`src/inc/cca_pkg.sv`:
```
// Constants shared by the counter array capture/compare block
package cca_pkg;
    // Register indices; byte address on the bus is four times the index
    localparam logic [7:0] IDX_CTRL = 8'hD8;
    localparam logic [7:0] IDX_MODE = 8'hD9;
    localparam logic [7:0] IDX_MOD_MODE0 = 8'hDA;
    localparam logic [7:0] IDX_CNT_LOW = 8'hE0;
    localparam logic [7:0] IDX_CNT_HIGH = 8'hE1;
    localparam logic [7:0] IDX_VAL_LOW0 = 8'hE2;
    localparam logic [7:0] IDX_VAL_HIGH0 = 8'hE7;
    // Reset values
    localparam logic [7:0] RST_MODE = 8'h00;
    localparam logic [7:0] RST_CTRL = 8'h00;
    localparam logic [7:0] RST_MOD_MODE = 8'h00;
    // Counter mode register fields
    localparam int MODE_IDLE_GATE = 7;
    localparam int MODE_GUARD_EN = 6;
    localparam int MODE_SRC_HI = 2;
    localparam int MODE_SRC_LO = 1;
    localparam int MODE_OVF_IRQ_EN = 0;
    localparam logic [7:0] MODE_MASK = 8'hC7;
    // Counter control register fields
    localparam int CTRL_OVF_FLAG = 7;
    localparam int CTRL_RUN = 6;
    localparam logic [7:0] CTRL_MASK = 8'hDF;
    // Module mode register fields
    localparam int MM_CMP_EN = 6;
    localparam int MM_RISE_CAP = 5;
    localparam int MM_FALL_CAP = 4;
    localparam int MM_HIT_FLAG = 3;
    localparam int MM_FLIP = 2;
    localparam int MM_PWM = 1;
    localparam int MM_IRQ_EN = 0;
    localparam logic [7:0] MM_MASK = 8'h7F;
    // Count source codes
    localparam logic [1:0] SRC_TIMER0 = 2'h2;
    localparam logic [1:0] SRC_EXT = 2'h3;
    // Oscillator divide for the internal count source
    localparam int OSC_DIV = 6;
    localparam logic [2:0] PRESC_LAST = 3'(OSC_DIV - 1);
    // Clock rate and pulse width of the module-4 guard reset
    localparam int CLK_MHZ = 25;
    localparam int GUARD_RST_NS = 1280;
    localparam int GUARD_RST_CYC = (GUARD_RST_NS * CLK_MHZ) / 1000;
endpackage

```
`src/verilog/cca_top.sv`:
```
// Counter array: shared 16-bit counter with five capture/compare modules
module cca_top
    import cca_pkg::*;
#(
    parameter int NUM_MOD = 5,
    parameter int PIN_BASE = 3
) (
    // Clock and reset
    input wire logic core_clk,
    input wire logic reset,
    // Avalon-MM slave
    input wire logic [9:0] address,
    input wire logic read,
    input wire logic write,
    input wire logic [3:0] byteenable,
    input wire logic [31:0] writedata,
    output logic [31:0] readdata,
    output logic waitrequest,
    // System inputs
    input wire logic idle_mode,
    input wire logic timer0_overflow,
    input wire logic external_count_input,
    // Port 1 pins, module pins on bits PIN_BASE upward
    input wire logic [7:0] port1_in,
    output logic [7:0] port1_out,
    output logic [7:0] port1_oe,
    // Shared interrupt request and module-4 guard reset
    output logic irq,
    output logic guard_reset
);
    // Register state
    logic [7:0] mode_q;
    logic [7:0] ctrl_q;
    logic [7:0] mod_mode_q [NUM_MOD];
    logic [15:0] val_q [NUM_MOD];
    logic [15:0] count_q;
    logic [2:0] presc_q;
    logic ext_prev_q;
    logic tick_q;
    logic [NUM_MOD-1:0] pin_prev_q;
    logic [NUM_MOD-1:0] flip_q;
    logic [NUM_MOD-1:0] pwm_q;
    logic [NUM_MOD-1:0] drive_q;
    logic [NUM_MOD-1:0] match_w;
    logic [NUM_MOD-1:0] capture_w;
    logic [NUM_MOD-1:0] pin_w;
    logic wait_q;
    logic [31:0] rdata_q;
    logic irq_q;
    logic [7:0] guard_cnt_q;
    logic guard_q;

    // Bus decode
    logic [7:0] idx;
    logic wr_go;
    logic wr_ok;
    logic [7:0] wbyte;
    logic src_pulse;
    logic gate_ok;
    logic tick;
    logic cnt_wr;
    logic wrap;
    logic [7:0] ctrl_base;
    logic [NUM_MOD-1:0] hits;
    logic any_mod;
    assign idx = address[9:2];
    assign wr_go = write && !wait_q;
    assign wr_ok = wr_go && byteenable[0];
    assign wbyte = writedata[7:0];

    // Module pins on port 1, module 0 at bit PIN_BASE
    assign pin_w = port1_in[PIN_BASE +: NUM_MOD];

    // Count source select; external pin counts falling edges, so it tops out at osc/2 with a sampled input
    always_comb begin
        unique case (mode_q[MODE_SRC_HI:MODE_SRC_LO])
            SRC_TIMER0: src_pulse = timer0_overflow;
            SRC_EXT: src_pulse = ext_prev_q && !external_count_input;
            default: src_pulse = (presc_q == PRESC_LAST);
        endcase
    end

    // Idle gate and run control decide whether the counter advances
    assign gate_ok = !(mode_q[MODE_IDLE_GATE] && idle_mode);
    assign tick = ctrl_q[CTRL_RUN] && gate_ok && src_pulse;

    // A byte write to the count beats a tick, so no wrap is seen in that cycle
    assign cnt_wr = wr_ok && (idx == IDX_CNT_LOW || idx == IDX_CNT_HIGH);
    assign wrap = tick && !cnt_wr && (count_q == 16'hFFFF);

    // Oscillator prescaler, free running so the phase does not depend on run
    always_ff @(posedge core_clk) begin
        if (reset) begin
            presc_q <= 3'h0;
        end else if (presc_q == PRESC_LAST) begin
            presc_q <= 3'h0;
        end else begin
            presc_q <= presc_q + 3'h1;
        end
    end

    // External count input edge history
    always_ff @(posedge core_clk) begin
        if (reset) begin
            ext_prev_q <= 1'b0;
        end else begin
            ext_prev_q <= external_count_input;
        end
    end

    // Shared up-counter; a software write of a byte wins over a tick
    always_ff @(posedge core_clk) begin
        if (reset) begin
            count_q <= 16'h0000;
            tick_q <= 1'b0;
        end else begin
            tick_q <= tick;
            if (wr_ok && idx == IDX_CNT_LOW) begin
                count_q[7:0] <= wbyte;
            end else if (wr_ok && idx == IDX_CNT_HIGH) begin
                count_q[15:8] <= wbyte;
            end else if (tick) begin
                count_q <= count_q + 16'h0001;
            end
        end
    end

    // Match is judged on the cycle after each tick, against the new count
    genvar g;
    generate
        for (g = 0; g < NUM_MOD; g++) begin : g_mod
            logic rise;
            logic fall;
            assign rise = !pin_prev_q[g] && pin_w[g];
            assign fall = pin_prev_q[g] && !pin_w[g];
            assign match_w[g] = tick_q && mod_mode_q[g][MM_CMP_EN] && (count_q == val_q[g]);
            assign capture_w[g] = (rise && mod_mode_q[g][MM_RISE_CAP])
                || (fall && mod_mode_q[g][MM_FALL_CAP]);
            assign hits[g] = (match_w[g] && mod_mode_q[g][MM_HIT_FLAG]) || capture_w[g];

            // Mode register of this module
            always_ff @(posedge core_clk) begin
                if (reset) begin
                    mod_mode_q[g] <= RST_MOD_MODE;
                end else if (wr_ok && idx == IDX_MOD_MODE0 + 8'(g)) begin
                    mod_mode_q[g] <= wbyte & MM_MASK;
                end
            end

            // Value pair; a capture beats a software write in the same cycle
            always_ff @(posedge core_clk) begin
                if (reset) begin
                    val_q[g] <= 16'h0000;
                end else if (capture_w[g]) begin
                    val_q[g] <= count_q;
                end else if (wr_ok && idx == IDX_VAL_LOW0 + 8'(g)) begin
                    val_q[g][7:0] <= wbyte;
                end else if (wr_ok && idx == IDX_VAL_HIGH0 + 8'(g)) begin
                    val_q[g][15:8] <= wbyte;
                end
            end

            // Pin sampling, toggle output and PWM output
            always_ff @(posedge core_clk) begin
                if (reset) begin
                    pin_prev_q[g] <= 1'b0;
                    flip_q[g] <= 1'b0;
                    pwm_q[g] <= 1'b0;
                    drive_q[g] <= 1'b0;
                end else begin
                    pin_prev_q[g] <= pin_w[g];
                    if (match_w[g] && mod_mode_q[g][MM_FLIP]) begin
                        flip_q[g] <= !flip_q[g];
                    end
                    // High while the low count byte has reached the low value byte
                    pwm_q[g] <= (count_q[7:0] >= val_q[g][7:0]);
                    drive_q[g] <= mod_mode_q[g][MM_PWM] || mod_mode_q[g][MM_FLIP];
                end
            end

            // Checks of this module's flag, interrupt and pin
            hit_flag_a: assert property (@(posedge core_clk) disable iff (reset)
                (match_w[g] && mod_mode_q[g][MM_HIT_FLAG]) |=> ctrl_q[g] ##1 (irq_q || !mod_mode_q[g][MM_IRQ_EN]))
                else $error("match did not set module flag");
            mod_flag_hold_a: assert property (@(posedge core_clk) disable iff (reset)
                (ctrl_q[g] && !(wr_ok && idx == IDX_CTRL)) |=> ctrl_q[g])
                else $error("module flag cleared without software write");
            mod_irq_a: assert property (@(posedge core_clk) disable iff (reset)
                (ctrl_q[g] && mod_mode_q[g][MM_IRQ_EN]) |=> irq_q)
                else $error("enabled module flag did not raise interrupt");
            toggle_pin_a: assert property (@(posedge core_clk) disable iff (reset)
                (match_w[g] && mod_mode_q[g][MM_FLIP] && !mod_mode_q[g][MM_PWM])
                |=> ##1 (port1_out[PIN_BASE + g] != $past(port1_out[PIN_BASE + g])))
                else $error("pin did not invert on match");
        end
    endgenerate

    // Software write forms the base; hardware sets are ORed on top
    assign ctrl_base = (wr_ok && idx == IDX_CTRL) ? (wbyte & CTRL_MASK) : ctrl_q;

    // Control register: set by hardware wins over a software clear
    always_ff @(posedge core_clk) begin
        if (reset) begin
            ctrl_q <= RST_CTRL;
        end else begin
            ctrl_q[CTRL_RUN] <= ctrl_base[CTRL_RUN];
            ctrl_q[5] <= 1'b0;
            ctrl_q[CTRL_OVF_FLAG] <= ctrl_base[CTRL_OVF_FLAG] || wrap;
            ctrl_q[NUM_MOD-1:0] <= ctrl_base[NUM_MOD-1:0] | hits;
        end
    end

    // Counter mode register
    always_ff @(posedge core_clk) begin
        if (reset) begin
            mode_q <= RST_MODE;
        end else if (wr_ok && idx == IDX_MODE) begin
            mode_q <= wbyte & MODE_MASK;
        end
    end

    // Any module flag whose interrupt is enabled
    always_comb begin
        any_mod = 1'b0;
        for (int i = 0; i < NUM_MOD; i++) begin
            any_mod = any_mod || (ctrl_q[i] && mod_mode_q[i][MM_IRQ_EN]);
        end
    end

    // One interrupt line for overflow and all module flags
    always_ff @(posedge core_clk) begin
        if (reset) begin
            irq_q <= 1'b0;
        end else begin
            irq_q <= any_mod || (ctrl_q[CTRL_OVF_FLAG] && mode_q[MODE_OVF_IRQ_EN]);
        end
    end

    // Module-4 guard: a match while enabled pulses the reset output for a fixed width
    always_ff @(posedge core_clk) begin
        if (reset) begin
            guard_cnt_q <= 8'h00;
            guard_q <= 1'b0;
        end else if (mode_q[MODE_GUARD_EN] && match_w[NUM_MOD-1]) begin
            guard_cnt_q <= 8'(GUARD_RST_CYC - 1);
            guard_q <= 1'b1;
        end else if (guard_cnt_q != 8'h00) begin
            guard_cnt_q <= guard_cnt_q - 8'h01;
        end else begin
            guard_q <= 1'b0;
        end
    end

    // One wait cycle per access; read data are ready as waitrequest drops
    always_ff @(posedge core_clk) begin
        if (reset) begin
            wait_q <= 1'b1;
        end else begin
            wait_q <= !((read || write) && wait_q);
        end
    end

    // Read mux; unmapped addresses read zero
    always_ff @(posedge core_clk) begin
        if (reset) begin
            rdata_q <= 32'h0000_0000;
        end else if (read && wait_q) begin
            rdata_q <= 32'h0000_0000;
            if (idx == IDX_CTRL) begin
                rdata_q[7:0] <= ctrl_q;
            end else if (idx == IDX_MODE) begin
                rdata_q[7:0] <= mode_q;
            end else if (idx == IDX_CNT_LOW) begin
                rdata_q[7:0] <= count_q[7:0];
            end else if (idx == IDX_CNT_HIGH) begin
                rdata_q[7:0] <= count_q[15:8];
            end
            for (int i = 0; i < NUM_MOD; i++) begin
                if (idx == IDX_MOD_MODE0 + 8'(i)) begin
                    rdata_q[7:0] <= mod_mode_q[i];
                end
                if (idx == IDX_VAL_LOW0 + 8'(i)) begin
                    rdata_q[7:0] <= val_q[i][7:0];
                end
                if (idx == IDX_VAL_HIGH0 + 8'(i)) begin
                    rdata_q[7:0] <= val_q[i][15:8];
                end
            end
        end
    end

    // Port 1 outputs; bits without a module stay undriven
    always_ff @(posedge core_clk) begin
        if (reset) begin
            port1_out <= 8'h00;
            port1_oe <= 8'h00;
        end else begin
            port1_out <= 8'h00;
            port1_oe <= 8'h00;
            for (int i = 0; i < NUM_MOD; i++) begin
                port1_out[PIN_BASE + i] <= mod_mode_q[i][MM_PWM] ? pwm_q[i] : flip_q[i];
                port1_oe[PIN_BASE + i] <= drive_q[i];
            end
        end
    end

    assign readdata = rdata_q;
    assign waitrequest = wait_q;
    assign irq = irq_q;
    assign guard_reset = guard_q;

    // Checks of the counter and flags
    ovf_flag_set_a: assert property (@(posedge core_clk) disable iff (reset)
        (tick && !cnt_wr && count_q == 16'hFFFF) |=> (ctrl_q[CTRL_OVF_FLAG] && count_q == 16'h0000))
        else $error("overflow did not set flag on wrap");
    ovf_flag_hold_a: assert property (@(posedge core_clk) disable iff (reset)
        (ctrl_q[CTRL_OVF_FLAG] && !(wr_ok && idx == IDX_CTRL)) |=> ctrl_q[CTRL_OVF_FLAG])
        else $error("overflow flag cleared without software write");
    run_stop_a: assert property (@(posedge core_clk) disable iff (reset)
        (!ctrl_q[CTRL_RUN] && !wr_ok) |=> (count_q == $past(count_q)))
        else $error("counter moved while stopped");
    idle_gate_a: assert property (@(posedge core_clk) disable iff (reset)
        (mode_q[MODE_IDLE_GATE] && idle_mode && !wr_ok) |=> (count_q == $past(count_q)))
        else $error("counter ticked while gated in idle");
    timer0_src_a: assert property (@(posedge core_clk) disable iff (reset)
        (ctrl_q[CTRL_RUN] && !idle_mode && mode_q[MODE_SRC_HI:MODE_SRC_LO] == SRC_TIMER0 && timer0_overflow && !wr_ok)
        |=> (count_q == $past(count_q) + 16'h0001))
        else $error("timer 0 overflow not counted");
    irq_gate_a: assert property (@(posedge core_clk) disable iff (reset)
        (ctrl_q[CTRL_OVF_FLAG] && !mode_q[MODE_OVF_IRQ_EN] && ctrl_q[NUM_MOD-1:0] == '0) |=> !irq_q)
        else $error("overflow interrupt raised while disabled");
    irq_share_a: assert property (@(posedge core_clk) disable iff (reset)
        (ctrl_q[CTRL_OVF_FLAG] && mode_q[MODE_OVF_IRQ_EN]) |=> irq_q)
        else $error("enabled overflow flag did not raise interrupt");
    guard_len_a: assert property (@(posedge core_clk) disable iff (reset)
        (guard_q && guard_cnt_q != 8'h00) |=> guard_q)
        else $error("guard reset pulse ended early");
    capture_load_a: assert property (@(posedge core_clk) disable iff (reset)
        (mod_mode_q[0][MM_RISE_CAP] && !pin_prev_q[0] && pin_w[0])
        |=> (val_q[0] == $past(count_q) && ctrl_q[0]))
        else $error("rising edge did not capture count");
    bus_answer_a: assert property (@(posedge core_clk) disable iff (reset)
        ((read || write) && waitrequest) |=> !waitrequest)
        else $error("bus access not answered in one wait cycle");

    // Main scenarios
    cov_overflow_c: cover property (@(posedge core_clk) disable iff (reset)
        tick && count_q == 16'hFFFF);
    cov_capture_c: cover property (@(posedge core_clk) disable iff (reset) |capture_w);
    cov_guard_c: cover property (@(posedge core_clk) disable iff (reset) $rose(guard_q));
    cov_irq_c: cover property (@(posedge core_clk) disable iff (reset) $rose(irq_q));
    cov_match_c: cover property (@(posedge core_clk) disable iff (reset) |match_w);
endmodule

```
`config.mk`:
```
export PLATFORM = sky130hd
export DESIGN_NAME = cca_top
export DESIGN_NICKNAME = d
export VERILOG_FILES = /design/src/inc/cca_pkg.sv /design/src/verilog/cca_top.sv
export SDC_FILE = /design/constraint.sdc
export NUM_CORES = 1
export LEC_CHECK = 0
export ABC_AREA = 1
export BUFFER_PORTS_ARGS = -buffer_cell sky130_fd_sc_hd__buf_4
export CORE_MARGIN = 3
export CORE_UTILIZATION = 54
export DETAILED_ROUTE_END_ITERATION = 16
export PLACE_DENSITY = 0.74
export SLEW_MARGIN = 25
export SYNTH_ARGS = -nofsm -noshare
export SYNTH_HDL_FRONTEND = slang
export SYNTH_SLANG_ARGS = --single-unit
```
`constraint.sdc`:
```
create_clock -name core_clk -period 2.29 [get_ports core_clk]
set_clock_uncertainty 0.1 [all_clocks]
set_input_delay 0.3435 -clock core_clk [delete_from_list [all_inputs] [get_ports core_clk]]
set_output_delay 0.3435 -clock core_clk [all_outputs]
set_load 0.01 [all_outputs]
```
## Word level (Yosys, flattened, before mapping)

Memory sizes are Yosys's and may differ from the RTL's.
Index checks and enable logic that the tools add are counted.

| operators by class | value |
|---|---|
| $add $sub $neg | 3 |
| order comparisons | 5 |
| eq/ne operators | 30 |
| multiplexer cells | 131 |
| bitwise gates (word level) | 22 |
| reduce and logical (&&, ||, !) cells | 128 |

Operator list:

| cell | count |
|---|---|
| two-way mux 8 bit | 33 |
| == test 8 bit (second input constant) | 19 |
| two-way mux 16 bit | 6 |
| two-way mux 1 bit | 84 |
| == test 16 bit | 5 |
| logical AND 1 bit | 77 |
| greater-or-equal comparator 8 bit | 5 |
| two-way mux 7 bit | 5 |
| logical OR 1 bit | 23 |
| logical NOT 1 bit | 20 |
| OR 1 bit | 20 |
| adder 16 x 1 -> 16 bit (second input constant) | 1 |
| == test 16 bit (second input constant) | 1 |
| two-way mux 5 bit | 2 |
| nonzero test 8 bit | 1 |
| subtractor 8 x 1 -> 8 bit (second input constant) | 1 |
| nonzero test 2 bit | 3 |
| OR 5 bit | 1 |
| == test 2 bit (second input constant) | 2 |
| inequality test 2 bit (second input constant) | 2 |
| AND reduction 2 bit | 2 |
| OR reduction 2 bit | 2 |
| adder 3 x 1 -> 3 bit (second input constant) | 1 |
| == test 3 bit (second input constant) | 1 |
| 2 further kinds | 2 |

| storage, ports and cells | value |
|---|---|
| register bits | 89 |
| bits in writable memories | 115 |
| input port bits | 61 |
| output and inout port bits | 51 |
| logic and storage cells | 360 |
| memories kept | 2 |

Memories:

| name | depth | width | read ports | clocked after memory_dff | write ports | line | text |
|---|---|---|---|---|---|---|---|
| val_q | 5 | 16 | 5 | 0 | 5 | cca_top.sv:35 | `logic [15:0] val_q [NUM_MOD];` |
| mod_mode_q | 5 | 7 | 5 | 0 | 5 | cca_top.sv:34 | `logic [7:0] mod_mode_q [NUM_MOD];` |

## Depth between registers and ports, before layout

| depth | value |
|---|---|
| word-level depth | 20 |
| gate-level depth with buffers | 18 |
| gate-level depth less buffers | 17 |

## Worst setup path before layout

No wires, ideal clock.

| timing | value |
|---|---|
| path kind | input to register |
| start point | in address[6] |
| end point | mem val_q[3][0] (enable) |
| setup time | 0.384 ns |
| data arrival time | 1.709 ns |
| data required time | 1.806 ns |
| setup slack | 0.097 ns |
| cell stages on the path | 9 |
| path buffers | 0 |
| path through | inv_1 -> nand2_1 -> nor2_8 -> inv_2 -> nor2_1 -> inv_2 -> nor2_2 -> inv_2 -> o21ai_0 |

RTL lines:

| item | line | text |
|---|---|---|
| start: declaration | cca_top.sv:12 | `input wire logic [9:0] address,` |
| end: declaration | cca_top.sv:35 |  |

## Worst setup path in the final report

| timing | value |
|---|---|
| start point | reg count_q[6] |
| end point | reg ctrl_q[3] |

| on the way | value |
|---|---|
| longest elaborated chain between the ends | 5 |

Ends and longest elaborated chain:

| item | line | text |
|---|---|---|
| start: declaration | cca_top.sv:36 | `logic [15:0] count_q;` |
| start signal: assignment | cca_top.sv:119 | `count_q[7:0] <= wbyte;` |
| start signal: assignment | cca_top.sv:123 | `count_q <= count_q + 16'h0001;` |
| == test 16 bit | cca_top.sv:136 | `assign match_w[g] = tick_q && mod_mode_q[g][MM_CMP_EN] && (count_q == val_q[g]);` |
| logical AND 1 bit | cca_top.sv:136 |  |
| logical AND 1 bit | cca_top.sv:139 | `assign hits[g] = (match_w[g] && mod_mode_q[g][MM_HIT_FLAG]) \|\| capture_w[g];` |
| logical OR 1 bit | cca_top.sv:139 |  |
| OR 5 bit | cca_top.sv:209 | `ctrl_q[NUM_MOD-1:0] <= ctrl_base[NUM_MOD-1:0] \| hits;` |
| end signal: indexed assignment | cca_top.sv:206 | `ctrl_q[CTRL_RUN] <= ctrl_base[CTRL_RUN];` |
| end signal: indexed assignment | cca_top.sv:208 | `ctrl_q[CTRL_OVF_FLAG] <= ctrl_base[CTRL_OVF_FLAG] \|\| wrap;` |
| end signal: indexed assignment | cca_top.sv:209 |  |
| end: declaration | cca_top.sv:33 | `logic [7:0] ctrl_q;` |

Every way passes these cells.
A chain may end at the register's enable or synchronous reset.

==> flow_summary_export.csv <==
group,metric,value,unit
outcome,outcome,"finished, violations left",
outcome,violations,"setup timing",
clock_tree,cts_num_sinks,197,
logic_synthesis,synth-edff-count,115,
grt,maximum_number_of_pins_on_one_net_before_global_route_repair,33,
detailed_routing,wl,40200,um
clock_tree,clock_tree.htree_level_count,4,
detailed_routing,drt-vias-per-instance,6.002,
place,pre_cts_ws,-0.2795,ns
finish,final-seq-area,5099,um2
finish,fill_cells,1698,
worst_setup_path,worstSetupPathType,"register to register",
clock_tree,clock_path_buffers,2,
die,initial_utilization,55.28,%
worst_setup_path,regToRegSetupSlack,-0.09,ns
worst_setup_path,rr_worst_depth,9,
timing,setup_viol,2,
die,fp-row-count,52,
clock_tree,clk_latency,0.44,ns
worst_setup_path,critical_path.most_common_cell,"sky130_fd_sc_hd__buf_4",
worst_setup_path,reg2reg_from,"count_q[6]$_SDFFE_PP0P_",
worst_setup_path,cp.required,2.55,ns
logic_synthesis,synth_seq_area_share,45.40,%
grt,grtUsageMet3,9.512,%
pwr,power.density,600.6,nW/um2
grt,met2_usage,54.74,%
logic_synthesis,async_reset_ff_share,0,%
detailed_routing,first_pass_iters,6,
die,dieArea,22550,um2
die,io_pins,112,
worst_setup_path,timing.critical_path.from_type,"register",
finish,most_frequent_standard_cell_in_the_layout_excluding_fill_and_tap_cells,"sky130_fd_sc_hd__nand2_1",
pwr,irDropWorstVdd,0.4237,mV
timing,timing_hold_violations_final,0,
timing,slew_headroom,56.94,%
worst_setup_path,capture_point_of_the_critical_path,"ctrl_q[3]$_SDFF_PP0_",
die,die_w,150.2,um
grt,gr-max-usage-layer,"met2",
detailed_routing,routed-via-count,11160,
worst_setup_path,critPathArrivalTime,2.63,ns
timing,maxClockFrequency,420.9,MHz
clock_tree,buffer_type_at_the_clock_tree_root,"sky130_fd_sc_hd__clkbuf_16",
finish,synthesis_to_finish_area_growth,22.36,%
detailed_routing,remaining_drc_errors,0,
clock_tree,cts_tree,"done",
grt,first_global_vias,10230,
pwr,leakage,0.005803,uW
worst_setup_path,worst_path_max_delay_cell,"sky130_fd_sc_hd__dfxtp_2",
place,dp_hpwl,29450,um
timing,report.final.slew_viol_count,0,
finish,final_cell_area,13730,um2
detailed_routing,ant_nets,0,
timing,worst_slack,-0.08583,ns
worst_setup_path,critical-path-max-stage-delay,0.37,ns
worst_hold_path,min_path_cells,2,
timing,post-route-period-util,103.7,%
worst_hold_path,min_path_type,"input pin to register",
grt,grt_pass1_wl,57900,um
logic_synthesis,synth-warning-count,0,
timing,tightest_slew,0.6376,ns
die,die_height,150.2,um
place,io_buffer_count,49,
logic_synthesis,yosys_register_bits,197,
finish,diodes,0,
logic_synthesis,yosys.cell_types.count,58,
grt,groute.usage.overall,34.93,%
worst_setup_path,worstPathCellList,"buf_4, ha_1, nand4_1, nor4_1, buf_4, nor3b_2, and3_4, nand2_1, a41oi_1",
clock_tree,clk_transition_reported_paths,0.08,ns
finish,layout-drive-gt1-share,21.46,%
place,gpl.final_weighted_congestion,1.025,
worst_setup_path,worst-path-max-fanout,4,
finish,multiInputGateArea,5229,um2
clock_tree,tritoncts.num_buffers,17,
flow_run,max-cap-violations,0,
detailed_routing,detail_route.wl_per_cell,21.63,um
grt,grt_antenna_before_repair,0,
detailed_routing,detail_route.iter0.violations,1409,
place,detailed_place.area,12860,um2
grt,use_met1,44.86,%
finish,finalNetCount,1682,
worst_setup_path,crit_start,"count_q[6]$_SDFFE_PP0P_",
timing,layout_min_cycle_time,2.376,ns
logic_synthesis,post_synthesis_cell_area,11220,um2
grt,gr-total-overflow,0,
worst_setup_path,endpoint_kind,"register",
worst_setup_path,rr_endpoint,"ctrl_q[3]$_SDFF_PP0_",
finish,layout_common_cells,"sky130_fd_sc_hd__nand2_1 (238), sky130_fd_sc_hd__buf_4 (211), sky130_fd_sc_hd__inv_1 (159), sky130_fd_sc_hd__nor2_1 (159), sky130_fd_sc_hd__edfxtp_1 (115)",
timing,unrepaired_setup_endpoints_after_global_routing,"true",
logic_synthesis,synth_cells,1378,
logic_synthesis,top_ff_cell_synth,"sky130_fd_sc_hd__edfxtp_1",
die,floorplan.core_area,20300,um2
logic_synthesis,syn_area_per_cell,8.144,um2
==> critical path: cells and delay by family, from the launching register on <==
kind | cells | cell delay, ns
compound gates | 1 | 0.17
fa+ha+maj | 1 | 0.32
buf+inv | 2 | 0.39
flops | 1 | 0.37
simple gates | 5 | 0.94
==> layout make-up <==
class                   instances  area share, %
multi-input cells             947          38.08
flip-flops and latches        197          37.13
repair buffers                221          12.73
inverters                     192          5.294
clock buffers                  18          3.126
well taps                     270          2.460
clock inverters                14          1.176
==> what timing repair did <==
item                       CTS  global route
setup buffers                0            16
hold buffers                 1             0
hold endpoints to repair     1             0
resized for setup            1            39
setup endpoints to repair    1            21
pin swaps                    0             7
==> stage by stage <==
step | instances | hold WS (ns) | utilization (%) | power [uW] | TNS [ns]
after detailed placement | 1810 | 0.2983 | 63.34 | 5197 | -1.055
after global placement | 1810 | 0.2887 | 63.34 | 5158 | -0.9263
after CTS | 1843 | 0.01304 | 66.30 | 8183 | 0
final | 1859 | 0.02345 | 67.64 | 8247 | -0.09806
after floorplan | 1407 | 0.2883 | - | 4814 | 0
after global routing | 1859 | 0.02325 | 67.64 | 8537 | -0.6768
==> where the power goes <==
part | leakage, uW | internal, uW | switching, uW | total, uW
Sequential | 0.00189 | 3940 | 137 | 4070
Combinational | 0.00363 | 413 | 718 | 1130
Clock | 0.000288 | 1560 | 1480 | 3040
==> registers in the layout, indices dropped and copies added (netlist names), 5 cells and up <==
name and flops:
port1_out 5, pwm_q 5, flip_q 5, guard_cnt_q 8
pin_prev_q 5, mode_q 5, port1_oe 5, count_q 16
readdata 8, val_q 80, drive_q 5, mod_mode_q 35
ctrl_q 7
==> synth_stat cells (21+ instances only) <==
cell type | count | area, um2
sky130_fd_sc_hd__a21oi_1 | 68 | 340.3
sky130_fd_sc_hd__buf_4 | 31 | 232.7
sky130_fd_sc_hd__clkbuf_1 | 21 | 78.83
sky130_fd_sc_hd__dfxtp_1 | 82 | 1642
sky130_fd_sc_hd__edfxtp_1 | 115 | 3453
sky130_fd_sc_hd__ha_1 | 45 | 563.0
sky130_fd_sc_hd__inv_1 | 166 | 623.1
sky130_fd_sc_hd__inv_2 | 21 | 78.83
sky130_fd_sc_hd__nand2_1 | 240 | 900.9
sky130_fd_sc_hd__nand3_1 | 53 | 265.3
sky130_fd_sc_hd__nand4_1 | 28 | 175.2
sky130_fd_sc_hd__nor2_1 | 164 | 615.6
sky130_fd_sc_hd__o21ai_0 | 95 | 475.5
sky130_fd_sc_hd__o22ai_1 | 70 | 437.9
==> how the worst min path moves through the flow <==
stage / slack, ns / end / from
finish: 0.02 / waitrequest$_SDFF_PP1_ / read
global route: 0.02 / waitrequest$_SDFF_PP1_ / read
CTS: 0.01 / waitrequest$_SDFF_PP1_ / read
detailed placement: 0.30 / port1_oe[7]$_SDFF_PP0_ / drive_q[4]$_SDFF_PP0_
global placement: 0.29 / port1_oe[3]$_SDFF_PP0_ / drive_q[0]$_SDFF_PP0_
floorplan: 0.29 / port1_oe[3]$_SDFF_PP0_ / drive_q[0]$_SDFF_PP0_
==> routing by layer <==
layer	vias up	routed length, um
met5	-	0
met4	0	2298
met3	181	5071
met2	732	17940
met1	5199	14900
li1	5046	-
==> cells by family after synthesis <==
| family | count (synthesis) | synth area share, % |
|---|---|---|
| fa+ha+maj | 45 | 5.017 |
| other cells | 1 | 0.03342 |
| compound gates | 293 | 15.09 |
| mux | 1 | 0.08920 |
| flops | 197 | 45.40 |
| buf+inv | 263 | 10.16 |
| xor+xnor | 25 | 1.951 |
| simple gates | 553 | 22.27 |
(Power assumes the default switching activity.)
